<file path="config.mk">
export PLATFORM = sky130hd
export DESIGN_NAME = standard_timer_module
export DESIGN_NICKNAME = d
export VERILOG_FILES = /design/src/rtl/stm_pkg.sv /design/src/rtl/standard_timer_module.sv
export SDC_FILE = /design/constraint.sdc
export NUM_CORES = 1
export LEC_CHECK = 0
export ABC_AREA = 1
export BUFFER_PORTS_ARGS = -buffer_cell sky130_fd_sc_hd__buf_2
export CORE_MARGIN = 2
export CORE_UTILIZATION = 62
export CTS_CLUSTER_DIAMETER = 200
export DETAILED_ROUTE_END_ITERATION = 10
export PLACE_DENSITY = 0.81
export SYNTH_ARGS = -nofsm -noshare
export SYNTH_HDL_FRONTEND = slang
export SYNTH_SLANG_ARGS = --single-unit
</file>
<file path="constraint.sdc">
create_clock -name ref_clk -period 2.6 [get_ports ref_clk]
set_input_delay 0.39 -clock ref_clk [delete_from_list [all_inputs] [get_ports ref_clk]]
set_output_delay 0.39 -clock ref_clk [all_outputs]
set_load 0.005 [all_outputs]
</file>
<file path="src/rtl/stm_pkg.sv">
// constants for the standard timer module
`default_nettype none
package stm_pkg;
  // ----------------------------------------------------------------
  // register indices
  // ----------------------------------------------------------------
  localparam logic [2:0] ADDR_CTRL0 = 3'h0;
  localparam logic [2:0] ADDR_CTRL1 = 3'h1;
  localparam logic [2:0] ADDR_CNT_LO = 3'h2;
  localparam logic [2:0] ADDR_CNT_HI = 3'h3;
  localparam logic [2:0] ADDR_CMPA_LO = 3'h4;
  localparam logic [2:0] ADDR_CMPA_HI = 3'h5;
  localparam logic [2:0] ADDR_CMPP = 3'h6;
  // ----------------------------------------------------------------
  // field positions and reset values
  // ----------------------------------------------------------------
  localparam int PAUSE_BIT = 7;
  localparam int CKSEL_HI = 6;
  localparam int CKSEL_LO = 4;
  localparam int ON_BIT = 3;
  localparam int MODE_HI = 7;
  localparam int MODE_LO = 6;
  localparam int PINF_HI = 5;
  localparam int PINF_LO = 4;
  localparam int OC_BIT = 3;
  localparam int POL_BIT = 2;
  localparam int DPX_BIT = 1;
  localparam int CCLR_BIT = 0;
  localparam logic [7:0] CTRL0_RD_MASK = 8'hf8;
  localparam logic [7:0] BYTE_RESET = 8'h00;
  localparam logic [15:0] CNT_RESET = 16'h0000;
  localparam logic [15:0] CNT_ONE = 16'h0001;
  localparam logic [7:0] BYTE_ZERO = 8'h00;
  // ----------------------------------------------------------------
  // modes, pin functions, clock selects
  // ----------------------------------------------------------------
  localparam logic [1:0] MODE_CMP = 2'h0;
  localparam logic [1:0] MODE_PWM = 2'h2;
  localparam logic [1:0] MODE_TC = 2'h3;
  localparam logic [1:0] PINF_00 = 2'h0;
  localparam logic [1:0] PINF_01 = 2'h1;
  localparam logic [1:0] PINF_10 = 2'h2;
  localparam logic [1:0] PINF_11 = 2'h3;
  localparam logic [2:0] CK_SYS4 = 3'h0;
  localparam logic [2:0] CK_SYS = 3'h1;
  localparam logic [2:0] CK_H16 = 3'h2;
  localparam logic [2:0] CK_H64 = 3'h3;
  localparam logic [2:0] CK_SUB0 = 3'h4;
  localparam logic [2:0] CK_SUB1 = 3'h5;
  localparam logic [2:0] CK_EXTR = 3'h6;
  localparam logic [2:0] CK_EXTF = 3'h7;
  // ----------------------------------------------------------------
  // prescaler: high clock is taken as the system clock
  // ----------------------------------------------------------------
  localparam logic [5:0] DIV4_MASK = 6'h03;
  localparam logic [5:0] DIV16_MASK = 6'h0f;
  localparam logic [5:0] DIV64_MASK = 6'h3f;
  localparam int SYS_HZ = 40_000_000;
  localparam int SUB_HZ = 32_768;
  localparam int SUB_DIV = SYS_HZ / SUB_HZ;
  localparam logic [10:0] SUB_LAST = 11'(SUB_DIV - 1);
  localparam logic [10:0] SUB_ZERO = 11'h000;
endpackage : stm_pkg
`default_nettype wire

</file>
<file path="src/rtl/standard_timer_module.sv">
// 16-bit standard timer with two comparators, pwm and compare output
//
// Decided for this implementation: the register addresses and the address-and-strobe port.
`default_nettype none
module standard_timer_module (
  input  wire logic       ref_clk,
  input  wire logic       nrst,
  input  wire logic [2:0] reg_addr,
  input  wire logic [7:0] reg_wdata,
  input  wire logic       reg_wr,
  input  wire logic       reg_rd,
  output logic      [7:0] reg_rdata,
  input  wire logic       external_clock_pin,
  output logic            timer_output_pin,
  output logic            timer_output_pin_oe,
  output logic            compare_a_flag,
  output logic            compare_p_flag
);
  // ----------------------------------------------------------------
  // registers
  // ----------------------------------------------------------------
  logic [7:0]  ctrl0_r;
  logic [7:0]  ctrl1_r;
  logic [15:0] cmpa_r;
  logic [7:0]  cmpp_r;
  logic [15:0] cnt_r;
  logic        on_d_r;
  logic        pin_r;

  logic       pause_bit;
  logic [2:0] clock_select_field;
  logic       on_off_bit;
  logic [1:0] mode_select_field;
  logic [1:0] pin_function_field;
  logic       output_control_bit;
  logic       polarity_bit;
  logic       duty_period_select;
  logic       counter_clear_select;

  assign pause_bit            = ctrl0_r[stm_pkg::PAUSE_BIT];
  assign clock_select_field   = ctrl0_r[stm_pkg::CKSEL_HI:stm_pkg::CKSEL_LO];
  assign on_off_bit           = ctrl0_r[stm_pkg::ON_BIT];
  assign mode_select_field    = ctrl1_r[stm_pkg::MODE_HI:stm_pkg::MODE_LO];
  assign pin_function_field   = ctrl1_r[stm_pkg::PINF_HI:stm_pkg::PINF_LO];
  assign output_control_bit   = ctrl1_r[stm_pkg::OC_BIT];
  assign polarity_bit         = ctrl1_r[stm_pkg::POL_BIT];
  assign duty_period_select   = ctrl1_r[stm_pkg::DPX_BIT];
  assign counter_clear_select = ctrl1_r[stm_pkg::CCLR_BIT];

  always_ff @(posedge ref_clk or negedge nrst) begin
    if (!nrst) begin
      ctrl0_r <= stm_pkg::BYTE_RESET;
      ctrl1_r <= stm_pkg::BYTE_RESET;
      cmpa_r  <= stm_pkg::CNT_RESET;
      cmpp_r  <= stm_pkg::BYTE_RESET;
    end else if (reg_wr) begin
      case (reg_addr)
        stm_pkg::ADDR_CTRL0:   ctrl0_r <= reg_wdata & stm_pkg::CTRL0_RD_MASK;
        stm_pkg::ADDR_CTRL1:   ctrl1_r <= reg_wdata;
        stm_pkg::ADDR_CMPA_LO: cmpa_r[7:0] <= reg_wdata;
        stm_pkg::ADDR_CMPA_HI: cmpa_r[15:8] <= reg_wdata;
        stm_pkg::ADDR_CMPP:    cmpp_r <= reg_wdata;
        default: ;
      endcase
    end
  end

  // counter bytes are read only; writes there are dropped
  always_ff @(posedge ref_clk or negedge nrst) begin
    if (!nrst) begin
      reg_rdata <= stm_pkg::BYTE_RESET;
    end else if (reg_rd) begin
      case (reg_addr)
        stm_pkg::ADDR_CTRL0:   reg_rdata <= ctrl0_r;
        stm_pkg::ADDR_CTRL1:   reg_rdata <= ctrl1_r;
        stm_pkg::ADDR_CNT_LO:  reg_rdata <= cnt_r[7:0];
        stm_pkg::ADDR_CNT_HI:  reg_rdata <= cnt_r[15:8];
        stm_pkg::ADDR_CMPA_LO: reg_rdata <= cmpa_r[7:0];
        stm_pkg::ADDR_CMPA_HI: reg_rdata <= cmpa_r[15:8];
        stm_pkg::ADDR_CMPP:    reg_rdata <= cmpp_r;
        default:               reg_rdata <= stm_pkg::BYTE_ZERO;
      endcase
    end
  end

  // ----------------------------------------------------------------
  // clock enables
  // ----------------------------------------------------------------
  logic [5:0]  pre_r;
  logic [10:0] sub_r;
  logic        ext_q1_r;
  logic        ext_q2_r;
  logic        ext_q3_r;
  logic        ext_lvl_r;
  logic        ext_rise;
  logic        ext_fall;
  logic        clk_en;

  always_ff @(posedge ref_clk or negedge nrst) begin
    if (!nrst) begin
      pre_r <= '0;
    end else begin
      pre_r <= pre_r + 6'h01;
    end
  end

  always_ff @(posedge ref_clk or negedge nrst) begin
    if (!nrst) begin
      sub_r <= stm_pkg::SUB_ZERO;
    end else if (sub_r == stm_pkg::SUB_LAST) begin
      sub_r <= stm_pkg::SUB_ZERO;
    end else begin
      sub_r <= sub_r + 11'h001;
    end
  end

  // a glitch shorter than one sample never changes the level
  always_ff @(posedge ref_clk or negedge nrst) begin
    if (!nrst) begin
      ext_q1_r  <= 1'b0;
      ext_q2_r  <= 1'b0;
      ext_q3_r  <= 1'b0;
      ext_lvl_r <= 1'b0;
    end else begin
      ext_q1_r <= external_clock_pin;
      ext_q2_r <= ext_q1_r;
      ext_q3_r <= ext_q2_r;
      if (ext_q2_r == ext_q3_r) begin
        ext_lvl_r <= ext_q3_r;
      end
    end
  end

  assign ext_rise = (ext_q2_r == ext_q3_r) && ext_q3_r && !ext_lvl_r;
  assign ext_fall = (ext_q2_r == ext_q3_r) && !ext_q3_r && ext_lvl_r;

  always_comb begin
    case (clock_select_field)
      stm_pkg::CK_SYS4: clk_en = (pre_r & stm_pkg::DIV4_MASK) == stm_pkg::DIV4_MASK;
      stm_pkg::CK_SYS:  clk_en = 1'b1;
      stm_pkg::CK_H16:  clk_en = (pre_r & stm_pkg::DIV16_MASK) == stm_pkg::DIV16_MASK;
      stm_pkg::CK_H64:  clk_en = pre_r == stm_pkg::DIV64_MASK;
      stm_pkg::CK_SUB0: clk_en = sub_r == stm_pkg::SUB_LAST;
      stm_pkg::CK_SUB1: clk_en = sub_r == stm_pkg::SUB_LAST;
      stm_pkg::CK_EXTR: clk_en = ext_rise;
      stm_pkg::CK_EXTF: clk_en = ext_fall;
      default:          clk_en = 1'b0;
    endcase
  end

  // ----------------------------------------------------------------
  // counter and comparators
  // ----------------------------------------------------------------
  logic        tick;
  logic        on_rise;
  logic        is_pwm;
  logic [15:0] cnt_inc;
  logic        hit_a;
  logic        hit_p;
  logic        clr;
  logic [16:0] duty_lim;
  logic        pwm_act;

  assign is_pwm  = mode_select_field == stm_pkg::MODE_PWM;
  assign on_rise = on_off_bit && !on_d_r;
  assign tick    = on_off_bit && !pause_bit && clk_en;
  assign cnt_inc = cnt_r + stm_pkg::CNT_ONE;
  // a zero comparator a never matches, so with a as clear source the count wraps at ffff
  assign hit_a = (cnt_inc == cmpa_r) && (cmpa_r != stm_pkg::CNT_RESET);
  // p zero matches on wrap, i.e. overflow clear with 65536 period
  assign hit_p = (cnt_inc[15:8] == cmpp_r) && (cnt_inc[7:0] == stm_pkg::BYTE_ZERO);

  always_comb begin
    if (is_pwm) begin
      clr = duty_period_select ? hit_a : hit_p;
    end else begin
      clr = counter_clear_select ? hit_a : hit_p;
    end
  end

  always_ff @(posedge ref_clk or negedge nrst) begin
    if (!nrst) begin
      on_d_r <= 1'b0;
    end else begin
      on_d_r <= on_off_bit;
    end
  end

  always_ff @(posedge ref_clk or negedge nrst) begin
    if (!nrst) begin
      cnt_r <= stm_pkg::CNT_RESET;
    end else if (on_rise) begin
      cnt_r <= stm_pkg::CNT_RESET;
    end else if (tick) begin
      cnt_r <= clr ? stm_pkg::CNT_RESET : cnt_inc;
    end
  end

  always_ff @(posedge ref_clk or negedge nrst) begin
    if (!nrst) begin
      compare_a_flag <= 1'b0;
      compare_p_flag <= 1'b0;
    end else begin
      compare_a_flag <= tick && !on_rise && hit_a;
      compare_p_flag <= tick && !on_rise && hit_p &&
                        (is_pwm || !counter_clear_select);
    end
  end

  // ----------------------------------------------------------------
  // output pin
  // ----------------------------------------------------------------
  // duty bound; p zero stands for 65536 so the output stays active
  always_comb begin
    if (duty_period_select) begin
      duty_lim = (cmpp_r == stm_pkg::BYTE_ZERO) ? 17'h1_0000 : {1'b0, cmpp_r, 8'h00};
    end else begin
      duty_lim = {1'b0, cmpa_r};
    end
  end
  // duty at or above the period is simply never reached: full duty
  assign pwm_act = {1'b0, cnt_r} < duty_lim;

  always_ff @(posedge ref_clk or negedge nrst) begin
    if (!nrst) begin
      pin_r <= 1'b0;
    end else if (on_rise && mode_select_field != stm_pkg::MODE_TC) begin
      pin_r <= output_control_bit;
    end else if (mode_select_field == stm_pkg::MODE_CMP) begin
      if (tick && hit_a) begin
        case (pin_function_field)
          stm_pkg::PINF_01: pin_r <= 1'b0;
          stm_pkg::PINF_10: pin_r <= 1'b1;
          stm_pkg::PINF_11: pin_r <= !pin_r;
          default:          pin_r <= pin_r;
        endcase
      end
    end else if (is_pwm) begin
      case (pin_function_field)
        stm_pkg::PINF_00: pin_r <= !output_control_bit;
        stm_pkg::PINF_01: pin_r <= output_control_bit;
        stm_pkg::PINF_10: pin_r <= pwm_act ? output_control_bit : !output_control_bit;
        // single pulse: active from switch-on until the first a match
        stm_pkg::PINF_11: begin
          if (tick && hit_a) begin
            pin_r <= !output_control_bit;
          end
        end
        default: pin_r <= pin_r;
      endcase
    end
  end

  // timer/counter mode releases the pin and drives it low internally
  assign timer_output_pin_oe = mode_select_field != stm_pkg::MODE_TC;
  assign timer_output_pin    = timer_output_pin_oe && (pin_r ^ polarity_bit);
endmodule : standard_timer_module
`default_nettype wire

</file>
Yosys cells after proc, flatten, opt, wreduce, memory -nomap -nowiden

Cells that the tools add are included.

Register bits after elaboration: 86
Bits of input ports: 16
Output and inout port bits: 12
Logic and storage cells: 110

Add/sub/neg operators: 3
Order comparisons: 1
Equal/unequal tests: 28
Mux-type cells: 19
Bitwise logic cells: 1
Reduce and logical (&&, ||, !) cells: 41

Operators with widths:

| cell                  | number |
|---|---|
| $pmux 8 s7            | 1 |
| $mux 16               | 3 |
| $mux 17               | 2 |
| $eq 3x3->1 const B    | 7 |
| $lt 16x17->1          | 1 |
| $add 16x1->16 const B | 1 |
| $eq 16x16->1          | 1 |
| $logic_and 1x1->1     | 16 |
| $logic_not 8->1       | 2 |
| $reduce_bool 16->1    | 1 |
| $eq 3x2->1 const B    | 4 |
| $add 11x1->11 const B | 1 |
| $eq 11x11->1 const B  | 1 |
| $mux 11               | 1 |
| $reduce_and 2->1      | 5 |
| $mux 1                | 9 |
| $eq 2x2->1 const B    | 4 |
| $eq 8x8->1            | 1 |
| $logic_not 1->1       | 8 |
| $pmux 1 s7            | 1 |
| $add 6x1->6 const B   | 1 |
| $eq 3x1->1 const B    | 2 |
| $eq 6x6->1 const B    | 1 |
| $logic_not 3->1       | 2 |
| 16 further kinds      | 17 |

Depth between registers and ports, before layout

Gate-level depths: netlist (run 1).

Word-level depth: 11
Mapped depth: 21

Worst setup path before layout (run 1)

OpenSTA, ideal clock, no wires.

Kind: flip-flop to flip-flop
From: register ctrl1_r[1]
To: register pin_r
Library setup time: 68 ps
Data arrival time: 2121 ps
Slack: 411 ps
Stages on the path, launching flop included: 20
Clock period less this slack: 2189 ps
Path through: dfrtp_1 -> clkbuf_1 -> inv_1 -> clkbuf_1 -> o21ai_0 -> ha_1 -> nand2_1 -> nor2_1 -> nand3_1 -> nand3_1 -> nand2_1 -> nand2_1 -> nand2_1 -> nand2_1 -> nand3_1 -> nand2_1 -> nand2_1 -> a21oi_1 -> nand2_1 -> nand3_1

Word-level cells in the longest chain between the ends: 7

RTL lines:

| element                  | RTL line                     | RTL |
|---|---|---|
| start: declaration       | standard_timer_module.sv:23  | `logic [7:0] ctrl1_r;` |
| start signal: assignment | standard_timer_module.sv:53  | `ctrl1_r <= stm_pkg::BYTE_RESET;` |
| start signal: assignment | standard_timer_module.sv:59  | `stm_pkg::ADDR_CTRL1: ctrl1_r <= reg_wdata;` |
| $mux 17                  | standard_timer_module.sv:215 | `if (duty_period_select) begin` |
| $lt 16x17->1             | standard_timer_module.sv:222 | `assign pwm_act = {1'b0, cnt_r} < duty_lim;` |
| $mux 1                   | standard_timer_module.sv:242 | `stm_pkg::PINF_10: pin_r <= pwm_act ? output_control_bit : !output_control_bit;` |
| $pmux 1 s4               | standard_timer_module.sv:239 | `case (pin_function_field)` |
| $mux 1                   | standard_timer_module.sv:238 | `end else if (is_pwm) begin` |
| $mux 1                   | standard_timer_module.sv:229 | `end else if (mode_select_field == stm_pkg::MODE_CMP) begin` |
| $mux 1                   | standard_timer_module.sv:227 | `end else if (on_rise && mode_select_field != stm_pkg::MODE_TC) begin` |
| end signal: assignment   | standard_timer_module.sv:228 | `pin_r <= output_control_bit;` |
| end signal: assignment   | standard_timer_module.sv:240 | `stm_pkg::PINF_00: pin_r <= !output_control_bit;` |
| end signal: assignment   | standard_timer_module.sv:241 | `stm_pkg::PINF_01: pin_r <= output_control_bit;` |
| end: declaration         | standard_timer_module.sv:28  | `logic pin_r;` |

No other way between the ends. The select of a mux whose other input is x is not followed.
A chain may end at the register's enable or synchronous reset.

Worst setup path after layout (run 1)

From: register cnt_r[0]
To: register cnt_r[8]

Word-level cells in the longest chain between the ends: 8
Elaborated cells between the ends (all ways): 12
Those cells by class: add/sub (1); eq/ne (2); mux (6); reduce/logical (3)

RTL lines:

| element                                     | RTL line                                                   | RTL |
|---|---|---|
| start: declaration                          | standard_timer_module.sv:26                                | `logic [15:0] cnt_r;` |
| start signal: assignment                    | standard_timer_module.sv:191                               | `cnt_r <= stm_pkg::CNT_RESET;` |
| start signal: assignment                    | standard_timer_module.sv:193                               | `cnt_r <= stm_pkg::CNT_RESET;` |
| start signal: assignment                    | standard_timer_module.sv:195                               | `cnt_r <= clr ? stm_pkg::CNT_RESET : cnt_inc;` |
| $add 16x1->16 (*)                           | standard_timer_module.sv:167                               | `assign cnt_inc = cnt_r + stm_pkg::CNT_ONE;` |
| $eq 16x16->1 (tied with other cells)        | standard_timer_module.sv:169                               | `assign hit_a = (cnt_inc == cmpa_r) && (cmpa_r != stm_pkg::CNT_RESET);` |
| $logic_and 1x1->1, on equally long branches | standard_timer_module.sv:169, standard_timer_module.sv:171 |  |
| $mux 1, on equally long branches            | standard_timer_module.sv:177, standard_timer_module.sv:175 |  |
| $mux 1                                      | standard_timer_module.sv:174                               | `if (is_pwm) begin` |
| $mux 16 (*)                                 | standard_timer_module.sv:195                               |  |
| $mux 16 (*)                                 | standard_timer_module.sv:194                               | `end else if (tick) begin` |
| $mux 16 (*)                                 | standard_timer_module.sv:192                               | `end else if (on_rise) begin` |

Mark *: on every way between the ends. The rest lies on a longest branch, timed or not. The select of a mux whose other input is x is not followed.

==> results of run 1 <==
==> logic make-up (layout without fill, tap and decap cells) <==
logic type | Yosys count | count (layout) | share of synthesized area
multiplexers | 1 | 1 | 0.00205
XOR/XNOR | 20 | 20 | 0.0319
AO/OA/AOI/OAI | 110 | 110 | 0.115
adder cells (fa/ha/maj) | 24 | 24 | 0.0546
flip-flops | 86 | 86 | 0.392
AND/OR/NAND/NOR | 381 | 381 | 0.313
buffers and inverters | 128 | 174 | 0.0913
==> through the flow <==
step / std cells / hold slack [ns] / area, µm²
2_1_floorplan: 750 / 0.0944 / 5500
3_3_place_gp: 882 / 0.349 / 5790
3_5_place_dp: 882 / 0.338 / 5790
4_1_cts: 898 / 0.00923 / 5990
5_1_grt: 904 / 0.0166 / 6040
6_report: 904 / -0.0236 / 6040
==> Yosys cell counts, types with 2 or more instances <==
cell type	number	area share
clkbuf_1	9	0.0061
o41ai_1	3	0.0048
o2111ai_1	2	0.0032
nand3_1	42	0.038
nor2_4	5	0.010
xor2_1	16	0.026
nor4_1	4	0.0046
buf_6	2	0.0041
nand2_1	226	0.15
ha_1	24	0.055
inv_1	113	0.077
nor2_2	5	0.0057
nand4_2	2	0.0046
buf_2	2	0.0018
xnor2_1	4	0.0064
nor3_1	10	0.0091
o21ai_0	63	0.057
nand3_2	2	0.0036
o21bai_1	2	0.0027
a21oi_1	13	0.012
nand4_1	27	0.031
dfrtp_1	86	0.39
nand2_2	4	0.0046
o221ai_1	2	0.0032
nor2_1	46	0.031
o31ai_1	4	0.0055
o22ai_1	16	0.018
==> cell usage in the layout (no fill, tap or decap), types with 2 or more instances in the layout <==
cell        synthesis  layout
clkbuf_8            0       9
nor3_1             10      10
inv_1             113     112
nand4_2             2       2
nor2_1             46      46
o31ai_1             4       4
o221ai_1            2       2
nand3_2             2       2
clkinvlp_4          0       2
o21bai_1            2       2
nor2_4              5       5
buf_2               2      26
buf_4               1      17
nand2_1           226     226
nor2_2              5       5
nand2_2             4       4
inv_6               0       3
o2111ai_1           2       2
dfrtp_1            86      84
ha_1               24      24
xor2_1             16      16
nand3_1            42      42
nand4_1            27      27
xnor2_1             4       4
o41ai_1             3       3
nor4_1              4       4
o22ai_1            16      16
o21ai_0            63      63
dfrtp_2             0       2
a21oi_1            13      13
==> state kept, by name (all words and copies together) (netlist names) <==
signal	flops
cmpa_r	16
ctrl0_r	5
on_d_r	1
compare_a_flag	1
reg_rdata	8
cnt_r	16
ctrl1_r	8
ext_q1_r	1
ext_lvl_r	1
ext_q3_r	1
compare_p_flag	1
sub_r	11
ext_q2_r	1
pre_r	6
pin_r	1
cmpp_r	8
==> worst register-to-register path, cell delays in order (launching register included) <==
cell and delay [ns]:
dfrtp_2 0.45, ha_1 0.23, nand2_2 0.15, nor2_4 0.06, nand2_1 0.11, nand2_1 0.07
nand2_1 0.15, xor2_1 0.22, nand4_1 0.17, nor2_2 0.17, nand4_2 0.16, buf_4 0.24
nand4_1 0.11, nand2_1 0.06
==> repair_timing <==
item,CTS,global route
resized for setup,0,3
setup buffers,0,6
endpoints found under the setup margin,0,17
==> cell type report <==
type / instances / area [µm²]
Clock buffer: 9 / 124
Clock inverter: 7 / 80.1
Fill cell: 730 / 2630
Inverter: 114 / 432
Multi-Input combinational cell: 536 / 2840
Sequential cell: 86 / 2150
Tap cell: 108 / 135
Timing Repair Buffer: 44 / 278
==> power groups by stage <==
stage / sequential [mW] / clock [mW] / combinational, mW
2_1_floorplan: 1.64 / 0 / 0.660
3_3_place_gp: 1.70 / 0 / 0.939
3_5_place_dp: 1.71 / 0 / 0.962
4_1_cts: 1.68 / 1.02 / 0.967
5_1_grt: 1.70 / 1.07 / 1.16
6_report: 1.69 / 1.01 / 1.04
==> per-layer routing <==
metal  GRT usage  share of wire
met4       0.112          0.026
met2       0.516           0.44
met1       0.491           0.44
met5           0              0
met3      0.0623          0.097
==> worst max path at each step <==
| stage | start | to | slack, ns | cells past startpoint |
|---|---|---|---|---|
| global route | cnt_r[3] | cnt_r[2] | 0.001 | 12 |
| CTS | cnt_r[1] | cnt_r[8] | 0.09 | 13 |
| finish | cnt_r[0] | cnt_r[8] | 0.15 | 13 |
| detailed placement | cnt_r[1] | cnt_r[8] | 0.12 | 11 |
| floorplan | ctrl1_r[1] | pin_r | 0.41 | 19 |
| global placement | cnt_r[1] | cnt_r[4] | 0.17 | 11 |
==> key figures, run 1 <==
Yosys
  – Synthesized area: 0.00550 mm²
  – #FFs+latches synth: 86
  – Cell variety after synth: 43
  – Mapped Nets: 790
  – Syn Area/Cell: 7.33 µm²
  – Synth Flop Type: dfrtp_1
  – Fraction of registers with async set/reset: 1.00
  – Register area share after synthesis: 0.392
  – Synthesized instance count: 750
  – Yosys warning count: 0
  – Post-synth EDFFs: 0

Global route
  – First-pass GRT wire length: 25,400 µm
  – Total GRT Usage: 0.338
  – Gr ovfl total: 0
  – Largest net degree at the start of global routing: 45
  – Initial antenna violation count: 0
  – Number of global-route vias before repair: 4,936

Worst setup path
  – Largest stage delay on the critical path: 0.45 ns
  – Endpoint type of the worst setup path: flop
  – Reg2reg path depth: 13
  – Crit path required time: 2.88 ns
  – RR Endpoint: cnt_r[8]
  – Crit Path Max Fanout: 12
  – Worst path slowest cell: dfrtp_2
  – Critical path buffers and inverters: 1
  – Critical path's most frequent cell: nand2_1
  – CP Launch Type: flop
  – Arrival @ worst endpoint: 2.73 ns
  – R2r setup slk: 0.15 ns
  – CP delay by family, top: simple AND/OR/NAND/NOR gates
  – R2R Path Start: cnt_r[0]
  – Crit-path cells: ha_1 -> nand2_2 -> nor2_4 -> nand2_1 -> nand2_1 -> nand2_1 -> xor2_1 -> nand4_1 -> nor2_2 -> nand4_2 -> buf_4 -> nand4_1 -> nand2_1
  – CP Class: reg2reg

Power
  – Clk network pwr share: 0.270
  – Logic gate share of total power: 0.277
  – VDD IR max: 0.000432 V
  – P_int: 2.34 mW
  – Power, Total: 3.74 mW
  – Static Leak: 3.13 nW
  – Pwr Density: 619 mW/mm²
  – Switching Fraction: 0.375
  – Sequential share of power: 0.453
  – Switch Pwr: 1.40 mW

Placement
  – RD Place Congestion: 1.09
  – Dpl ws: 0.115 ns
  – Port Buffers: 27
  – Final HPWL DP: 12,300 µm

Die
  – Number of I/O pins: 28
  – Die width: 98.1 µm
  – Die Ht: 98.1 µm
  – Starting Density: 0.633
  – # rows: 34
  – Core Box Area: 0.00868 mm²
  – Die ar.: 0.00963 mm²

Finish
  – N_diodes: 0
  – Layout cell share with drive strength beyond 1: 0.109
  – Synth-to-layout area growth: 10.0%
  – Final Util: 0.697
  – Fin nets: 831

Clock network
  – CTS buffer count: 9
  – H-tree levels: 3
  – Clk sinks: 86
  – Clock transition at path regs: 0.11 ns
  – CTS Buffer Depth: 2
  – CTS Hold Bufs: 0
  – Worst-skew pair later-pin latency: 0.38 ns
  – CTS tree: yes
  – CTS root buf: clkbuf_8

Min path
  – HP Class: in2async

Timing
  – Fin crit period: 2.45 ns
  – Hold Vio Cnt, Final: 10
  – Tcrit/Tclk final: 0.942
  – F_max: 408 MHz
  – Final max-slew violation count: 0
  – Final Setup Violations: 0
  – Hold Slack: -0.0236 ns
  – Worst Skew: 0.0185 ns
  – Setup ws final: 0.152 ns
  – Worst-Margin Slew: 1.11 ns
  – Setup TNS: 0 ns
  – Rel. slew slack: 0.261
  – RSZ-0062 raised after global routing: false

Routing
  – Vias/cell: 5.88
  – Antenna Nets Post-Route: 0
  – # DRC: 0
  – WL per Instance: 17.4 µm
  – DRT Wirelength: 15,700 µm
  – Initial DRC Count: 591
  – Vias: 5,314
  – Drt pass-1 iters: 5

Job
  – Max-cap viol count: 0

Outcome
  – Status: complete, but fails checks
  – Violated checks: negative hold slack
Power figures use the tool's default switching activity.
==> run 2: changes to the inputs <==
--- a/config.mk
+++ b/config.mk
@@ -11,6 +11,7 @@
 export CORE_UTILIZATION = 62
 export CTS_CLUSTER_DIAMETER = 200
 export DETAILED_ROUTE_END_ITERATION = 10
+export MAX_ROUTING_LAYER = met4
 export PLACE_DENSITY = 0.81
 export SYNTH_ARGS = -nofsm -noshare
 export SYNTH_HDL_FRONTEND = slang
==> run 2 against run 1 <==
  * Worst hold slack gained 0.018 ns
  * Global-route usage grew 4.9 points
  * The flow still finishes with violations (negative hold slack)
  * Sequential share of layout area grew 0.13 points
  * Count of clock-buffer cells in the layout grew 1
  * Clock power is essentially flat
  * Critical endpoint is now pin_r
==> key figures, run 2 (synthesized netlist as in run 1, its figures left out) <==
Outcome
  – Status: complete, but fails checks
  – Violated checks: negative hold slack

Die
  – Number of I/O pins: 28
  – Die ar.: 0.00963 mm²
  – Die width: 98.1 µm
  – Die Ht: 98.1 µm
  – Core Box Area: 0.00868 mm²
  – Starting Density: 0.633
  – # rows: 34

Clock network
  – H-tree levels: 3
  – CTS Hold Bufs: 0
  – Clock transition at path regs: 0.10 ns
  – Worst-skew pair later-pin latency: 0.36 ns
  – CTS Buffer Depth: 2
  – CTS buffer count: 9
  – Clk sinks: 86
  – CTS root buf: clkbuf_8
  – CTS tree: yes

Worst setup path
  – CP Launch Type: flop
  – Arrival @ worst endpoint: 2.69 ns
  – CP Class: reg2reg
  – R2r setup slk: 0.17 ns
  – Critical path's most frequent cell: nand2_1
  – Largest stage delay on the critical path: 0.46 ns
  – Crit path required time: 2.85 ns
  – Endpoint type of the worst setup path: flop
  – Worst path slowest cell: dfrtp_2
  – Crit Path Max Fanout: 7
  – Crit-path cells: ha_1 -> nand2_2 -> nor2_4 -> nand2_1 -> nand2_1 -> nand2_1 -> nand2_1 -> nand2_1 -> nor2_1 -> nand2_1 -> nor2_1 -> nand3_1 -> nand2_1 -> nand2_1 -> nand2_1 -> nand3_1

Global route
  – First-pass GRT wire length: 27,900 µm
  – Total GRT Usage: 0.387
  – Largest net degree at the start of global routing: 52
  – Number of global-route vias before repair: 5,105
  – Gr ovfl total: 0
  – Initial antenna violation count: 0

Routing
  – # DRC: 0
  – DRT Wirelength: 17,500 µm
  – Vias/cell: 6.10
  – Antenna Nets Post-Route: 0
  – Drt pass-1 iters: 7
  – Vias: 5,481
  – Initial DRC Count: 628
  – WL per Instance: 19.5 µm

Finish
  – # fillers: 712
  – Most common cell after layout, fill and taps aside: nand2_1
  – Non-filler instance count after layout: 898
  – Top Registers: cmpa_r (16), cnt_r (16), sub_r (11)
  – Area of the multi-input gates: 0.00287 mm²
  – Reg area: 0.00215 mm²
  – Most frequent cells in the layout: nand2_1, inv_1, dfrtp_1
  – Layout cell share with drive strength beyond 1: 0.104
  – N_diodes: 0
  – Synth-to-layout area growth: 9.61%
  – Fin nets: 826

Min path
  – HP Class: in2async

Power
  – VDD IR max: 0.000501 V
  – Pwr Density: 626 mW/mm²
  – Static Leak: 3.11 nW

Timing
  – Hold Slack: -0.00537 ns
  – Final max-slew violation count: 0
  – Worst-Margin Slew: 0.779 ns
  – Fin crit period: 2.43 ns
  – Setup TNS: 0 ns
  – Worst Skew: 0.0127 ns
  – Hold Vio Cnt, Final: 12
  – Final Setup Violations: 0
  – Tcrit/Tclk final: 0.935
  – F_max: 411 MHz
  – Rel. slew slack: 0.476

Placement
  – Port Buffers: 27
  – RD Place Congestion: 0.992
  – Dpl cells: 881
  – Final HPWL DP: 13,400 µm

Job
  – Max-cap viol count: 0
==> run 2: changes by cell type in the layout (fill, tap and decap cells not counted) <==
cell	change
nand4_4	+1
o21ai_1	+1
nor2_2	+1
buf_4	-6
nor2_1	-1
inv_6	-2
o21ai_0	-1
clkinv_2	-1
clkbuf_8	+1
clkinv_4	+1
==> run 2: path summary, 6_finish.rpt <==
path,endpoint,start,depth (start not counted)
min in group ref_clk,ext_q1_r,external_clock_pin,1
worst min register to register,ext_q2_r,ext_q1_r,0
worst max-delay path,pin_r,cnt_r[1],16
worst max register to register,pin_r,cnt_r[1],16
worst min-delay path,reg_rdata[6],nrst,1
max in group asynchronous,cmpa_r[9],nrst,2
==> run 2: critical path: cells and delay by family (launching register included) <==
family / cells / cell delay (ns)
adders and majority gates: 1 / 0.22
and+or+nand+nor: 15 / 1.65
DFF: 1 / 0.46
==> run 2: cell type report <==
class                           instances  area share
Multi-Input combinational cell        537       0.476
Sequential cell                        86       0.358
Inverter                              114      0.0717
Timing Repair Buffer                   38      0.0386
Clock buffer                           10      0.0229
Tap cell                              108      0.0224
Clock inverter                          5      0.0110
==> run 2: power breakdown <==
group / switching (mW) / internal [mW] / total (mW)
Sequential: 0.214 / 1.49 / 1.71
Clock: 0.539 / 0.478 / 1.02
Combinational: 0.699 / 0.348 / 1.05
==> run 2: per-stage QoR <==
stage | cell area [µm²] | hold slack [ns] | setup WS (ns) | util | power (mW)
final | 6020 | -0.00537 | 0.169 | 0.694 | 3.77
after floorplan | 5500 | 0.0944 | 0.411 | - | 2.30
after global placement | 5780 | 0.348 | 0.180 | 0.666 | 2.65
after global routing | 6020 | 0.0175 | -0.00804 | 0.694 | 3.94
after CTS | 5990 | 0.00726 | 0.0720 | 0.690 | 3.70
after detailed placement | 5780 | 0.347 | 0.0931 | 0.666 | 2.70
==> run 2: metal layers <==
metal / global-route usage / vias to the layer above / share of wire
met5: - / - / 0
met4: 0.131 / 0 / 0.036
met3: 0.0573 / 61 / 0.093
met2: 0.597 / 318 / 0.46
met1: 0.531 / 2579 / 0.41
li1: - / 2523 / -
==> run 2: what timing repair did <==
action	in CTS	in global routing
setup buffers	0	1
endpoints found under the setup margin	0	17
resized for setup	0	6
